**src/fesl_pkg.sv**
```systemverilog
package fesl_pkg;
    localparam int unsigned ADDR_W = 11;
    localparam int unsigned BLK_W  = 3;
    localparam int unsigned NBLK   = 8;
    localparam int unsigned DATA_W = 16;
    localparam int unsigned CNT_W  = 20;

    // Timing at 10 MHz
    localparam int unsigned CLK_PERIOD_NS = 100;
    localparam int unsigned ERASE_TIME_US = 10000;
    localparam int unsigned PROG_TIME_US  = 100;
    localparam logic [CNT_W-1:0] ERASE_CYC = CNT_W'(ERASE_TIME_US * 1000 / CLK_PERIOD_NS);
    localparam logic [CNT_W-1:0] PROG_CYC  = CNT_W'(PROG_TIME_US * 1000 / CLK_PERIOD_NS);

    // Command codes on the low data byte
    localparam logic [7:0] CMD_READ_ARRAY  = 8'hFF;
    localparam logic [7:0] CMD_READ_STATUS = 8'h70;
    localparam logic [7:0] CMD_READ_ID     = 8'h90;
    localparam logic [7:0] CMD_QUERY       = 8'h98;
    localparam logic [7:0] CMD_CLEAR       = 8'h50;
    localparam logic [7:0] CMD_PROG        = 8'h40;
    localparam logic [7:0] CMD_PROG_ALT    = 8'h10;
    localparam logic [7:0] CMD_ERASE_SETUP = 8'h20;
    localparam logic [7:0] CMD_CONFIRM     = 8'hD0;
    localparam logic [7:0] CMD_SUSPEND     = 8'hB0;
    localparam logic [7:0] CMD_LOCK_SETUP  = 8'h60;
    localparam logic [7:0] CMD_LOCK        = 8'h01;
    localparam logic [7:0] CMD_LOCK_DOWN   = 8'h2F;
    localparam logic [7:0] CMD_SET_RCR     = 8'h03;

    // Status register bit positions
    localparam int unsigned SR_READY   = 7;
    localparam int unsigned SR_ESUSP   = 6;
    localparam int unsigned SR_ERASE   = 5;
    localparam int unsigned SR_PROG    = 4;
    localparam int unsigned SR_VPP     = 3;
    localparam int unsigned SR_PSUSP   = 2;
    localparam int unsigned SR_LOCK    = 1;
    localparam int unsigned SR_BLK_ERS = 0;

    // Reset values
    localparam logic [NBLK-1:0]   LOCK_RST = 8'hFF;
    localparam logic [NBLK-1:0]   LDN_RST  = 8'h00;
    localparam logic [DATA_W-1:0] RCR_RST  = 16'hBFCF;
    localparam logic [7:0]        ERR_RST  = 8'h00;

    typedef enum logic [1:0] {RM_ARRAY, RM_STATUS, RM_ID, RM_QUERY} fesl_rmode_t;
    typedef enum logic [1:0] {SQ_NONE, SQ_PROG, SQ_ERASE, SQ_LOCK} fesl_seq_t;
    typedef enum logic [1:0] {OP_NONE, OP_RUN, OP_SUSP} fesl_op_t;
endpackage

```
**src/fesl_ctrl.sv**
```systemverilog
`timescale 1ns/10ps
module fesl_ctrl #(
    parameter logic [19:0] ERASE_CYCLES = fesl_pkg::ERASE_CYC
) (
    input  wire logic                        clk_i,
    input  wire logic                        rst_i,
    input  wire logic                        ce_n_i,
    input  wire logic                        we_i,
    input  wire logic [fesl_pkg::ADDR_W-1:0] addr_i,
    input  wire logic [fesl_pkg::DATA_W-1:0] wdata_i,
    input  wire logic                        wp_n_i,
    input  wire logic                        vpp_lockout_i,
    input  wire logic                        erase_fail_i,
    input  wire logic [fesl_pkg::DATA_W-1:0] array_rdata_i,
    output logic      [fesl_pkg::DATA_W-1:0] rdata_o,
    output logic      [7:0]                  status_o,
    output logic                             standby_o,
    output logic                             array_erase_o,
    output logic                             array_prog_o,
    output logic      [fesl_pkg::ADDR_W-1:0] array_addr_o,
    output logic      [fesl_pkg::DATA_W-1:0] array_data_o,
    output logic      [fesl_pkg::DATA_W-1:0] rcr_o
);
    localparam int unsigned BW = fesl_pkg::BLK_W;

    fesl_pkg::fesl_rmode_t        rmode_q, rmode_d;
    fesl_pkg::fesl_seq_t          seq_q, seq_d;
    fesl_pkg::fesl_op_t           eop_q, eop_d, pop_q, pop_d;
    logic [fesl_pkg::CNT_W-1:0]   ecnt_q, ecnt_d, pcnt_q, pcnt_d;
    logic [BW-1:0]                eblk_q, eblk_d;
    logic [fesl_pkg::NBLK-1:0]    lock_q, lock_d, ldn_q, ldn_d;
    logic [7:0]                   err_q, err_set, err_clr;
    logic [fesl_pkg::DATA_W-1:0]  rcr_q, rcr_d, rdata_d;
    logic [fesl_pkg::ADDR_W-1:0]  paddr_q, paddr_d;
    logic [fesl_pkg::DATA_W-1:0]  pdata_q, pdata_d;
    logic                         standby_d, erase_p_d, prog_p_d, erase_p_q, prog_p_q;
    logic [7:0]                   sr;
    logic [7:0]                   cmd;
    logic [BW-1:0]                blk;
    logic                         wr, busy;

    // Commands valid while suspended; anything else is dropped silently
    function automatic logic cmd_ok(input logic [7:0] c, input logic esusp, input logic psusp);
        logic rd;
        rd = (c == fesl_pkg::CMD_READ_ARRAY) || (c == fesl_pkg::CMD_READ_STATUS) ||
             (c == fesl_pkg::CMD_READ_ID) || (c == fesl_pkg::CMD_QUERY) || (c == fesl_pkg::CMD_CONFIRM);
        if (psusp) begin
            cmd_ok = rd;
        end else if (esusp) begin
            cmd_ok = rd || (c == fesl_pkg::CMD_CLEAR) || (c == fesl_pkg::CMD_PROG) ||
                     (c == fesl_pkg::CMD_PROG_ALT) || (c == fesl_pkg::CMD_SUSPEND) ||
                     (c == fesl_pkg::CMD_LOCK_SETUP);
        end else begin
            cmd_ok = 1'b1;
        end
    endfunction

    assign cmd  = wdata_i[7:0];
    assign blk  = addr_i[fesl_pkg::ADDR_W-1 -: BW];
    assign wr   = we_i && !ce_n_i;
    assign busy = (eop_q == fesl_pkg::OP_RUN) || (pop_q == fesl_pkg::OP_RUN);

    // Live status view; bit 0 follows the block now being addressed
    always_comb begin
        sr                      = err_q;
        sr[fesl_pkg::SR_READY]  = !busy;
        sr[fesl_pkg::SR_ESUSP]  = (eop_q == fesl_pkg::OP_SUSP);
        sr[fesl_pkg::SR_PSUSP]  = (pop_q == fesl_pkg::OP_SUSP);
        sr[fesl_pkg::SR_BLK_ERS] = (eop_q == fesl_pkg::OP_RUN) && (blk == eblk_q);
    end

    // Write state machine, command decoder and lock state
    always_comb begin
        rmode_d   = rmode_q;
        seq_d     = seq_q;
        eop_d     = eop_q;
        pop_d     = pop_q;
        ecnt_d    = ecnt_q;
        pcnt_d    = pcnt_q;
        eblk_d    = eblk_q;
        lock_d    = lock_q;
        ldn_d     = ldn_q;
        rcr_d     = rcr_q;
        paddr_d   = paddr_q;
        pdata_d   = pdata_q;
        err_set   = 8'h00;
        err_clr   = 8'h00;
        erase_p_d = 1'b0;
        prog_p_d  = 1'b0;
        // Erase timer keeps running even while deselected
        if (eop_q == fesl_pkg::OP_RUN) begin
            if (vpp_lockout_i) begin
                eop_d = fesl_pkg::OP_NONE;
                err_set[fesl_pkg::SR_VPP] = 1'b1;
            end else if (ecnt_q == 20'h0_0001) begin
                eop_d = fesl_pkg::OP_NONE;
                erase_p_d = 1'b1;
                err_set[fesl_pkg::SR_ERASE] = erase_fail_i;
            end else begin
                ecnt_d = ecnt_q - 1'b1;
            end
        end
        if (pop_q == fesl_pkg::OP_RUN) begin
            if (vpp_lockout_i) begin
                pop_d = fesl_pkg::OP_NONE;
                err_set[fesl_pkg::SR_VPP] = 1'b1;
            end else if (pcnt_q == 20'h0_0001) begin
                pop_d = fesl_pkg::OP_NONE;
                prog_p_d = 1'b1;
            end else begin
                pcnt_d = pcnt_q - 1'b1;
            end
        end
        if (wr) begin
            case (seq_q)
                fesl_pkg::SQ_PROG: begin
                    seq_d   = fesl_pkg::SQ_NONE;
                    rmode_d = fesl_pkg::RM_STATUS;
                    if (eop_q == fesl_pkg::OP_SUSP && blk == eblk_q) begin
                        err_set[fesl_pkg::SR_PROG] = 1'b1;
                    end else if (lock_q[blk]) begin
                        err_set[fesl_pkg::SR_PROG] = 1'b1;
                        err_set[fesl_pkg::SR_LOCK] = 1'b1;
                    end else if (vpp_lockout_i) begin
                        err_set[fesl_pkg::SR_VPP] = 1'b1;
                    end else begin
                        pop_d   = fesl_pkg::OP_RUN;
                        pcnt_d  = fesl_pkg::PROG_CYC;
                        paddr_d = addr_i;
                        pdata_d = wdata_i;
                    end
                end
                fesl_pkg::SQ_ERASE: begin
                    seq_d   = fesl_pkg::SQ_NONE;
                    rmode_d = fesl_pkg::RM_STATUS;
                    if (cmd != fesl_pkg::CMD_CONFIRM) begin
                        err_set[fesl_pkg::SR_ERASE] = 1'b1;
                        err_set[fesl_pkg::SR_PROG]  = 1'b1;
                    end else if (lock_q[blk]) begin
                        err_set[fesl_pkg::SR_LOCK] = 1'b1;
                    end else if (vpp_lockout_i) begin
                        err_set[fesl_pkg::SR_VPP] = 1'b1;
                    end else begin
                        eop_d  = fesl_pkg::OP_RUN;
                        ecnt_d = ERASE_CYCLES;
                        eblk_d = blk;
                    end
                end
                fesl_pkg::SQ_LOCK: begin
                    // Lock bits ignore the program supply entirely
                    seq_d = fesl_pkg::SQ_NONE;
                    if (cmd == fesl_pkg::CMD_LOCK) begin
                        lock_d[blk] = 1'b1;
                    end else if (cmd == fesl_pkg::CMD_CONFIRM) begin
                        if (!ldn_q[blk] || wp_n_i) begin
                            lock_d[blk] = 1'b0;
                        end
                    end else if (cmd == fesl_pkg::CMD_LOCK_DOWN) begin
                        lock_d[blk] = 1'b1;
                        ldn_d[blk]  = 1'b1;
                    end else if (cmd == fesl_pkg::CMD_SET_RCR) begin
                        rcr_d = fesl_pkg::DATA_W'(addr_i);
                    end else begin
                        err_set[fesl_pkg::SR_ERASE] = 1'b1;
                        err_set[fesl_pkg::SR_PROG]  = 1'b1;
                    end
                end
                default: begin
                    if (busy) begin
                        // Busy: only suspend and status read are heard
                        if (cmd == fesl_pkg::CMD_SUSPEND) begin
                            rmode_d = fesl_pkg::RM_STATUS;
                            // Timer freezes at once; a suspend on the last cycle loses to completion
                            if (pop_d == fesl_pkg::OP_RUN) begin
                                pop_d  = fesl_pkg::OP_SUSP;
                                pcnt_d = pcnt_q;
                            end else if (eop_d == fesl_pkg::OP_RUN) begin
                                eop_d  = fesl_pkg::OP_SUSP;
                                ecnt_d = ecnt_q;
                            end
                        end else if (cmd == fesl_pkg::CMD_READ_STATUS) begin
                            rmode_d = fesl_pkg::RM_STATUS;
                        end
                    end else if (cmd_ok(cmd, eop_q == fesl_pkg::OP_SUSP, pop_q == fesl_pkg::OP_SUSP)) begin
                        case (cmd)
                            fesl_pkg::CMD_READ_ARRAY:  rmode_d = fesl_pkg::RM_ARRAY;
                            fesl_pkg::CMD_READ_STATUS: rmode_d = fesl_pkg::RM_STATUS;
                            fesl_pkg::CMD_READ_ID:     rmode_d = fesl_pkg::RM_ID;
                            fesl_pkg::CMD_QUERY:       rmode_d = fesl_pkg::RM_QUERY;
                            fesl_pkg::CMD_CLEAR: begin
                                err_clr = 8'h3A;
                            end
                            fesl_pkg::CMD_PROG, fesl_pkg::CMD_PROG_ALT: begin
                                seq_d = fesl_pkg::SQ_PROG;
                            end
                            fesl_pkg::CMD_ERASE_SETUP: begin
                                if (eop_q == fesl_pkg::OP_NONE) begin
                                    seq_d = fesl_pkg::SQ_ERASE;
                                end
                            end
                            fesl_pkg::CMD_LOCK_SETUP: begin
                                seq_d = fesl_pkg::SQ_LOCK;
                            end
                            fesl_pkg::CMD_CONFIRM: begin
                                // A program started in suspend resumes first
                                if (pop_q == fesl_pkg::OP_SUSP) begin
                                    pop_d   = fesl_pkg::OP_RUN;
                                    rmode_d = fesl_pkg::RM_STATUS;
                                end else if (eop_q == fesl_pkg::OP_SUSP) begin
                                    eop_d   = fesl_pkg::OP_RUN;
                                    rmode_d = fesl_pkg::RM_STATUS;
                                end
                            end
                            default: begin
                            end
                        endcase
                    end
                end
            endcase
        end
    end

    // Read data and standby are registered so the pins never glitch
    always_comb begin
        case (rmode_q)
            fesl_pkg::RM_STATUS: rdata_d = {8'h00, sr};
            fesl_pkg::RM_ID:     rdata_d = {14'h0000, ldn_q[blk], lock_q[blk]};
            fesl_pkg::RM_ARRAY:  rdata_d = array_rdata_i;
            default:             rdata_d = 16'h0000;
        endcase
        standby_d = ce_n_i && !busy;
    end

    always_ff @(posedge clk_i or posedge rst_i) begin
        if (rst_i) begin
            // Every block relocks and lock-down clears on reset
            rmode_q   <= fesl_pkg::RM_ARRAY;
            seq_q     <= fesl_pkg::SQ_NONE;
            eop_q     <= fesl_pkg::OP_NONE;
            pop_q     <= fesl_pkg::OP_NONE;
            ecnt_q    <= '0;
            pcnt_q    <= '0;
            eblk_q    <= '0;
            lock_q    <= fesl_pkg::LOCK_RST;
            ldn_q     <= fesl_pkg::LDN_RST;
            err_q     <= fesl_pkg::ERR_RST;
            rcr_q     <= fesl_pkg::RCR_RST;
            paddr_q   <= '0;
            pdata_q   <= '0;
            rdata_o   <= '0;
            standby_o <= 1'b0;
            erase_p_q <= 1'b0;
            prog_p_q  <= 1'b0;
        end else begin
            rmode_q   <= rmode_d;
            seq_q     <= seq_d;
            eop_q     <= eop_d;
            pop_q     <= pop_d;
            ecnt_q    <= ecnt_d;
            pcnt_q    <= pcnt_d;
            eblk_q    <= eblk_d;
            lock_q    <= lock_d;
            ldn_q     <= ldn_d;
            err_q     <= (err_q & ~err_clr) | err_set;               // Set beats clear
            rcr_q     <= rcr_d;
            paddr_q   <= paddr_d;
            pdata_q   <= pdata_d;
            rdata_o   <= rdata_d;
            standby_o <= standby_d;
            erase_p_q <= erase_p_d;
            prog_p_q  <= prog_p_d;
        end
    end

    assign status_o      = sr;
    assign rcr_o         = rcr_q;
    assign array_erase_o = erase_p_q;
    assign array_prog_o  = prog_p_q;
    // Host address reaches the array between pulses so read-array sees the right word
    assign array_addr_o  = erase_p_q ? {eblk_q, 8'h00} : (prog_p_q ? paddr_q : addr_i);
    assign array_data_o  = pdata_q;
endmodule

```
**config.mk**
```make
export PLATFORM = sky130hd
export DESIGN_NAME = fesl_ctrl
export DESIGN_NICKNAME = d
export VERILOG_FILES = /design/src/fesl_pkg.sv /design/src/fesl_ctrl.sv
export SDC_FILE = /design/constraint.sdc
export NUM_CORES = 1
export LEC_CHECK = 0
export BUFFER_PORTS_ARGS = -buffer_cell sky130_fd_sc_hd__buf_2
export CAP_MARGIN = 20
export CORE_UTILIZATION = 40
export DETAILED_ROUTE_END_ITERATION = 10
export PLACE_DENSITY = 0.6
export SETUP_SLACK_MARGIN = 0.02
export SYNTH_ARGS = -nofsm -noshare
export SYNTH_HDL_FRONTEND = slang
export SYNTH_SLANG_ARGS = --single-unit
```
**constraint.sdc**
```tcl
create_clock -name clk_i -period 5.1 [get_ports clk_i]
set_clock_uncertainty 0.15 [all_clocks]
set_input_delay 1.02 -clock clk_i [delete_from_list [all_inputs] [get_ports clk_i]]
set_output_delay 1.02 -clock clk_i [all_outputs]
set_load 0.05 [all_outputs]
```
## Yosys cells after proc, flatten, opt, wreduce, memory -nomap -nowiden

Index checks and enable logic that the tools add are counted.

- Memories: 0
- Input port bits: 50
- Latch bits: 0
- RAM bits: 0
- Bits in registers: 136
- Bits in read-only memories: 0
- Logic and storage cells: 231

- Equal/unequal tests: 36
- Magnitude comparators: 2
- Multiply operators: 0
- Bitwise operators: 15
- Add/sub/neg operators: 2
- Shifts and indexed selects: 0
- Reductions and logical operators: 38
- Multiplexer cells: 121
- Divide/modulo/power cells: 0

Operators by type and width:

| kind | count |
|---|---|
| $mux 20 | 21 |
| $mux 2 | 43 |
| $pmux 20 s2 | 2 |
| $pmux 16 s3 | 1 |
| $eq 20x1->1 const B | 2 |
| $eq 8x8->1 const B | 5 |
| $sub 20x1->20 const B | 2 |
| $eq 8x7->1 const B | 4 |
| $mux 8 | 4 |
| $mux 1 | 30 |
| $mux 6 | 5 |
| $mux 11 | 2 |
| $reduce_and 5->1 | 4 |
| $and 8x8->8 | 2 |
| $eq 8x6->1 const B | 2 |
| $not 8->8 | 2 |
| $or 8x8->8 | 2 |
| $eq 2x1->1 const B | 6 |
| $pmux 2 s2 | 3 |
| $reduce_and 6->1 | 2 |
| $logic_or 1x1->1 | 11 |
| $eq 2x2->1 const B | 5 |
| $pmux 2 s5 | 1 |
| $eq 8x1->1 const B | 1 |
| 30 further kinds | 52 |

## Depth between registers and ports, before layout

- Depth in word-level cells: 22
- Depth in mapped cells: 9

## Worst setup path after synthesis

Ideal clock, no wire load.

- Path type: input-to-output
- Start: input addr_i[10] in the netlist's numbering
- End: output array_addr_o[10] in the netlist's numbering
- Setup slack: 1.145 ns
- Stages: 4
- Arrival time: 2.785 ns
- Buffers on the path: 2
- Path through: clkbuf_1 clkbuf_1 mux2i_1 o21ai_0

- Word-level cells in the longest chain between the ends: 2

Ends and longest elaborated chain:

| what | RTL line | RTL |
|---|---|---|
| start: declaration | fesl_ctrl.sv:9 | `input wire logic [fesl_pkg::ADDR_W-1:0] addr_i,` |
| $mux 11 (2 in a row) | fesl_ctrl.sv:280 | `assign array_addr_o = erase_p_q ? {eblk_q, 8'h00} : (prog_p_q ? paddr_q : addr_i);` |
| end: declaration | fesl_ctrl.sv:20 | `output logic [fesl_pkg::ADDR_W-1:0] array_addr_o,` |

No other way between the ends.

## Worst setup path in the final report

- Start: input addr_i[10] in the netlist's numbering
- End: output status_o[0]

- Word-level cells in the longest chain between the ends: 2

Ends and longest elaborated chain:

| what | RTL line | RTL |
|---|---|---|
| $eq 3x3->1 | fesl_ctrl.sv:69 | `sr[fesl_pkg::SR_BLK_ERS] = (eop_q == fesl_pkg::OP_RUN) && (blk == eblk_q);` |
| $logic_and 1x1->1 | fesl_ctrl.sv:69 |  |
| end: declaration | fesl_ctrl.sv:16 | `output logic [7:0] status_o,` |

No other way between the ends.

==> impl_results.md <==
- Peak Freq: 0.287 GHz
- ANT cells: 0
- P_int: 2.21 mW
- Total Wirelength: 19300 µm
- Starting Density: 0.408
- CP Capture Point: status_o[0]
- Clock slew at reported path FFs: 0.07 ns
- First-pass GRT wire length: 31100 µm
- Number of synthesized register bits: 129
- CTS tree: yes
- Num CTS Buffers: 17
- Flop-to-flop setup slack: 1.86 ns
- Final ANT Viol Nets: 0
- Crit path required time: 3.93 ns
- Sequential share of power: 0.381
- Setup crit start kind: input port
- Setup TNS: 0 ns
- GRT Overall Usage: 0.214
- Via count: 6262
- LEAKAGE: 3.87 nW
- Die height: 137 µm
- Drt drc: 0
- Num Clock Sinks: 129
- Critical path peak fanout: 24
- Filler instances: 1712
- Gr busiest metal: met1
- Gate Count Post-Synth: 737
- Final min period: 3.48 ns
- Num ports: 120
- Fin. max-slew vios: 0
- Peak supply drop: 319 µV
- Worst min-delay path class: reg2reg
- Hold buffer count at cts: 0
- Async S/R FF share, synth: 1.00
- CP Class: in2out
- Synthesized area per cell: 9.94 µm²
- GRT met2 Usage: 0.310
- Outcome: complete, no violations
- Layout cells sized above 1: 0.297
- Grt met3 use: 0.0419
- Post-CTS sizing: 0
- GRT overflow: 0
- M1 GR Usage: 0.316
- Number of port buffers: 118
- H-tree levels: 4
- Crit path DAT: 2.31 ns
- Die X: 137 µm
- FF-to-FF End: ecnt_q[19]
- Vias in the first global route: 5885
- Post-DP HPWL: 13800 µm
- R2R cell count: 6
- Top FF cell, synth: dfrtp_1
- Switching power total: 1.33 mW
- CP Capture Type: primary output
- Rel. slew slack: 0.451
- Hold Slack: 0.306 ns
- Yosys cell types: 81
- Largest net degree at the start of global routing: 73
- Clk_lat worst skew: 0.42 ns
- Max-cap violations: 0
- Total setup buffers inserted after CTS: 0
- YS warnings: 0
- Power share of the clock group: 0.337
- Root buf cell: clkbuf_16
- Fin crit share: 0.683
- R2r startpoint: pcnt_q[2]
- Avg WL per Cell: 17.8 µm
- Core area: 18000 µm²
- Comb pwr share: 0.282
- Finish-stage setup viols: 0
- Pwr dens: 409 nW/µm²
- Sequential area share after synthesis: 0.444
- Via-per-instance ratio: 5.78
- RSZ-0062 raised after global routing: false
- Switching Fraction: 0.376
- Die area: 18900 µm²
- Crit. Startpoint: addr_i[10]
- Row Count: 49
- RD Place Congestion: 0.828
- Clock Tree Buf Depth: 2
- Cell area after synthesis: 7330 µm²
- First drt pass iteration count: 5
- Nets: 899
- Final hold violation count: 0
- EDFF count, synth: 0
- Least-Margin Pin Slew: 0.821 ns
- Iter 0 DRT Violations: 445
- Syn Nets: 795
- Initial antenna violation count: 0
- P&R area growth vs syn: 18.5%
## per-stage QoR
step	cells	cell area, µm²	utilization	total power [mW]	setup WS (ns)
after global placement	1051	8100	0.451	2.36	1.43
after floorplan	737	7330	-	2.11	0.519
after global routing	1083	8680	0.483	3.74	1.58
final	1083	8680	0.483	3.55	1.62
after CTS	1083	8680	0.483	3.57	1.65
after detailed placement	1051	8100	0.451	2.37	1.39
## power by group through the flow
stage | clock (mW) | sequential, mW | combinational [mW]
3_3_place_gp | 0 | 1.36 | 0.996
4_1_cts | 1.22 | 1.35 | 1.00
6_report | 1.20 | 1.35 | 0.999
5_1_grt | 1.27 | 1.38 | 1.09
3_5_place_dp | 0 | 1.37 | 0.999
2_1_floorplan | 0 | 1.62 | 0.485
## logic make-up (layout without fill, tap and decap cells)
logic type | Yosys count | in the layout | synth area share
flip-flops | 129 | 129 | 0.444
AND/OR/NAND/NOR | 297 | 297 | 0.224
buffers and inverters | 63 | 180 | 0.0365
multiplexers | 82 | 82 | 0.124
other | 1 | 1 | 0.000512
adder cells (fa/ha/maj) | 8 | 8 | 0.0137
AO/OA/AOI/OAI | 151 | 151 | 0.151
XOR/XNOR | 6 | 6 | 0.00717
## synthesized netlist by cell type (all sizes together) (7+ instances only)
| cell type | instances | area share |
|---|---|---|
| mux2i | 31 | 0.042 |
| or4 | 11 | 0.012 |
| o211ai | 7 | 0.0079 |
| nor2 | 63 | 0.034 |
| nand3 | 24 | 0.016 |
| mux2 | 49 | 0.075 |
| o21ai | 36 | 0.025 |
| clkbuf | 25 | 0.013 |
| dfstp | 18 | 0.065 |
| buf | 16 | 0.012 |
| nor3 | 30 | 0.020 |
| a31oi | 7 | 0.0077 |
| nor4 | 25 | 0.026 |
| inv | 21 | 0.011 |
| o31ai | 12 | 0.012 |
| dfrtp | 111 | 0.38 |
| nor2b | 8 | 0.0068 |
| ha | 8 | 0.014 |
| and3 | 8 | 0.0068 |
| nand2b | 9 | 0.0087 |
| and2 | 12 | 0.010 |
| or3 | 9 | 0.0091 |
| a21oi | 20 | 0.014 |
| nand4 | 11 | 0.0094 |
| nand2 | 59 | 0.030 |
## sequential cells by signal, indices dropped and copies added, names as in the netlist, 3 cells and up, named ones only
register / flops
array_data_o: 16
eblk_q: 3
ecnt_q: 20
err_q: 4
ldn_q: 8
paddr_q: 11
pcnt_q: 20
rcr_o: 12
rdata_o: 16
## worst max-delay path, stage by stage
cell and delay, ns:
buf_2 0.37, xnor2_1 0.19, nand3_1 0.16, nor2_1 0.25
buf_2 0.32
## per-layer routing
layer,routed length (µm),up-vias
met2,8670,174
li1,-,2965
met3,852,25
met1,9450,3098
met4,292,0
met5,0,-
## how the worst min path moves through the flow
stage | startpoint | to | slack (ns) | cells after the start
3_3_place_gp | ldn_q[1] | ldn_q[1] | 0.29 | 1
3_5_place_dp | ldn_q[1] | ldn_q[1] | 0.29 | 1
6_report | ldn_q[1] | ldn_q[1] | 0.31 | 1
5_1_grt | ldn_q[3] | ldn_q[3] | 0.33 | 1
4_1_cts | ldn_q[1] | ldn_q[1] | 0.31 | 1
2_1_floorplan | ldn_q[2] | ldn_q[2] | 0.27 | 1
## placed cells by master, fill, tap and decap left out, types with 7 or more instances in the layout
| cell | Yosys | layout |
|---|---|---|
| a21oi_1 | 19 | 19 |
| and2_1 | 12 | 12 |
| and3_1 | 8 | 8 |
| buf_2 | 7 | 118 |
| buf_4 | 6 | 7 |
| clkbuf_16 | 0 | 17 |
| dfrtp_1 | 111 | 111 |
| dfstp_2 | 18 | 18 |
| ha_1 | 8 | 8 |
| inv_1 | 21 | 20 |
| inv_6 | 0 | 7 |
| mux2_2 | 49 | 49 |
| mux2i_1 | 31 | 31 |
| nand2_1 | 59 | 59 |
| nand2b_1 | 8 | 8 |
| nand3_1 | 24 | 24 |
| nand4_1 | 11 | 11 |
| nor2_1 | 61 | 61 |
| nor2b_1 | 8 | 8 |
| nor3_1 | 30 | 29 |
| nor4_1 | 22 | 22 |
| o21ai_0 | 30 | 30 |
| o31ai_1 | 12 | 12 |
| or3_1 | 7 | 7 |
| or4_1 | 10 | 10 |
## cell type report
class | count | area [µm²] | share of cell area
inverters | 22 | 85.1 | 0.00980
multi-input cells | 545 | 3810 | 0.439
clock buffers | 18 | 439 | 0.0506
clock inverters | 14 | 141 | 0.0163
flip-flops and latches | 129 | 3250 | 0.375
well taps | 229 | 287 | 0.0330
repair buffers | 126 | 663 | 0.0764
(Power assumes the default switching activity.)
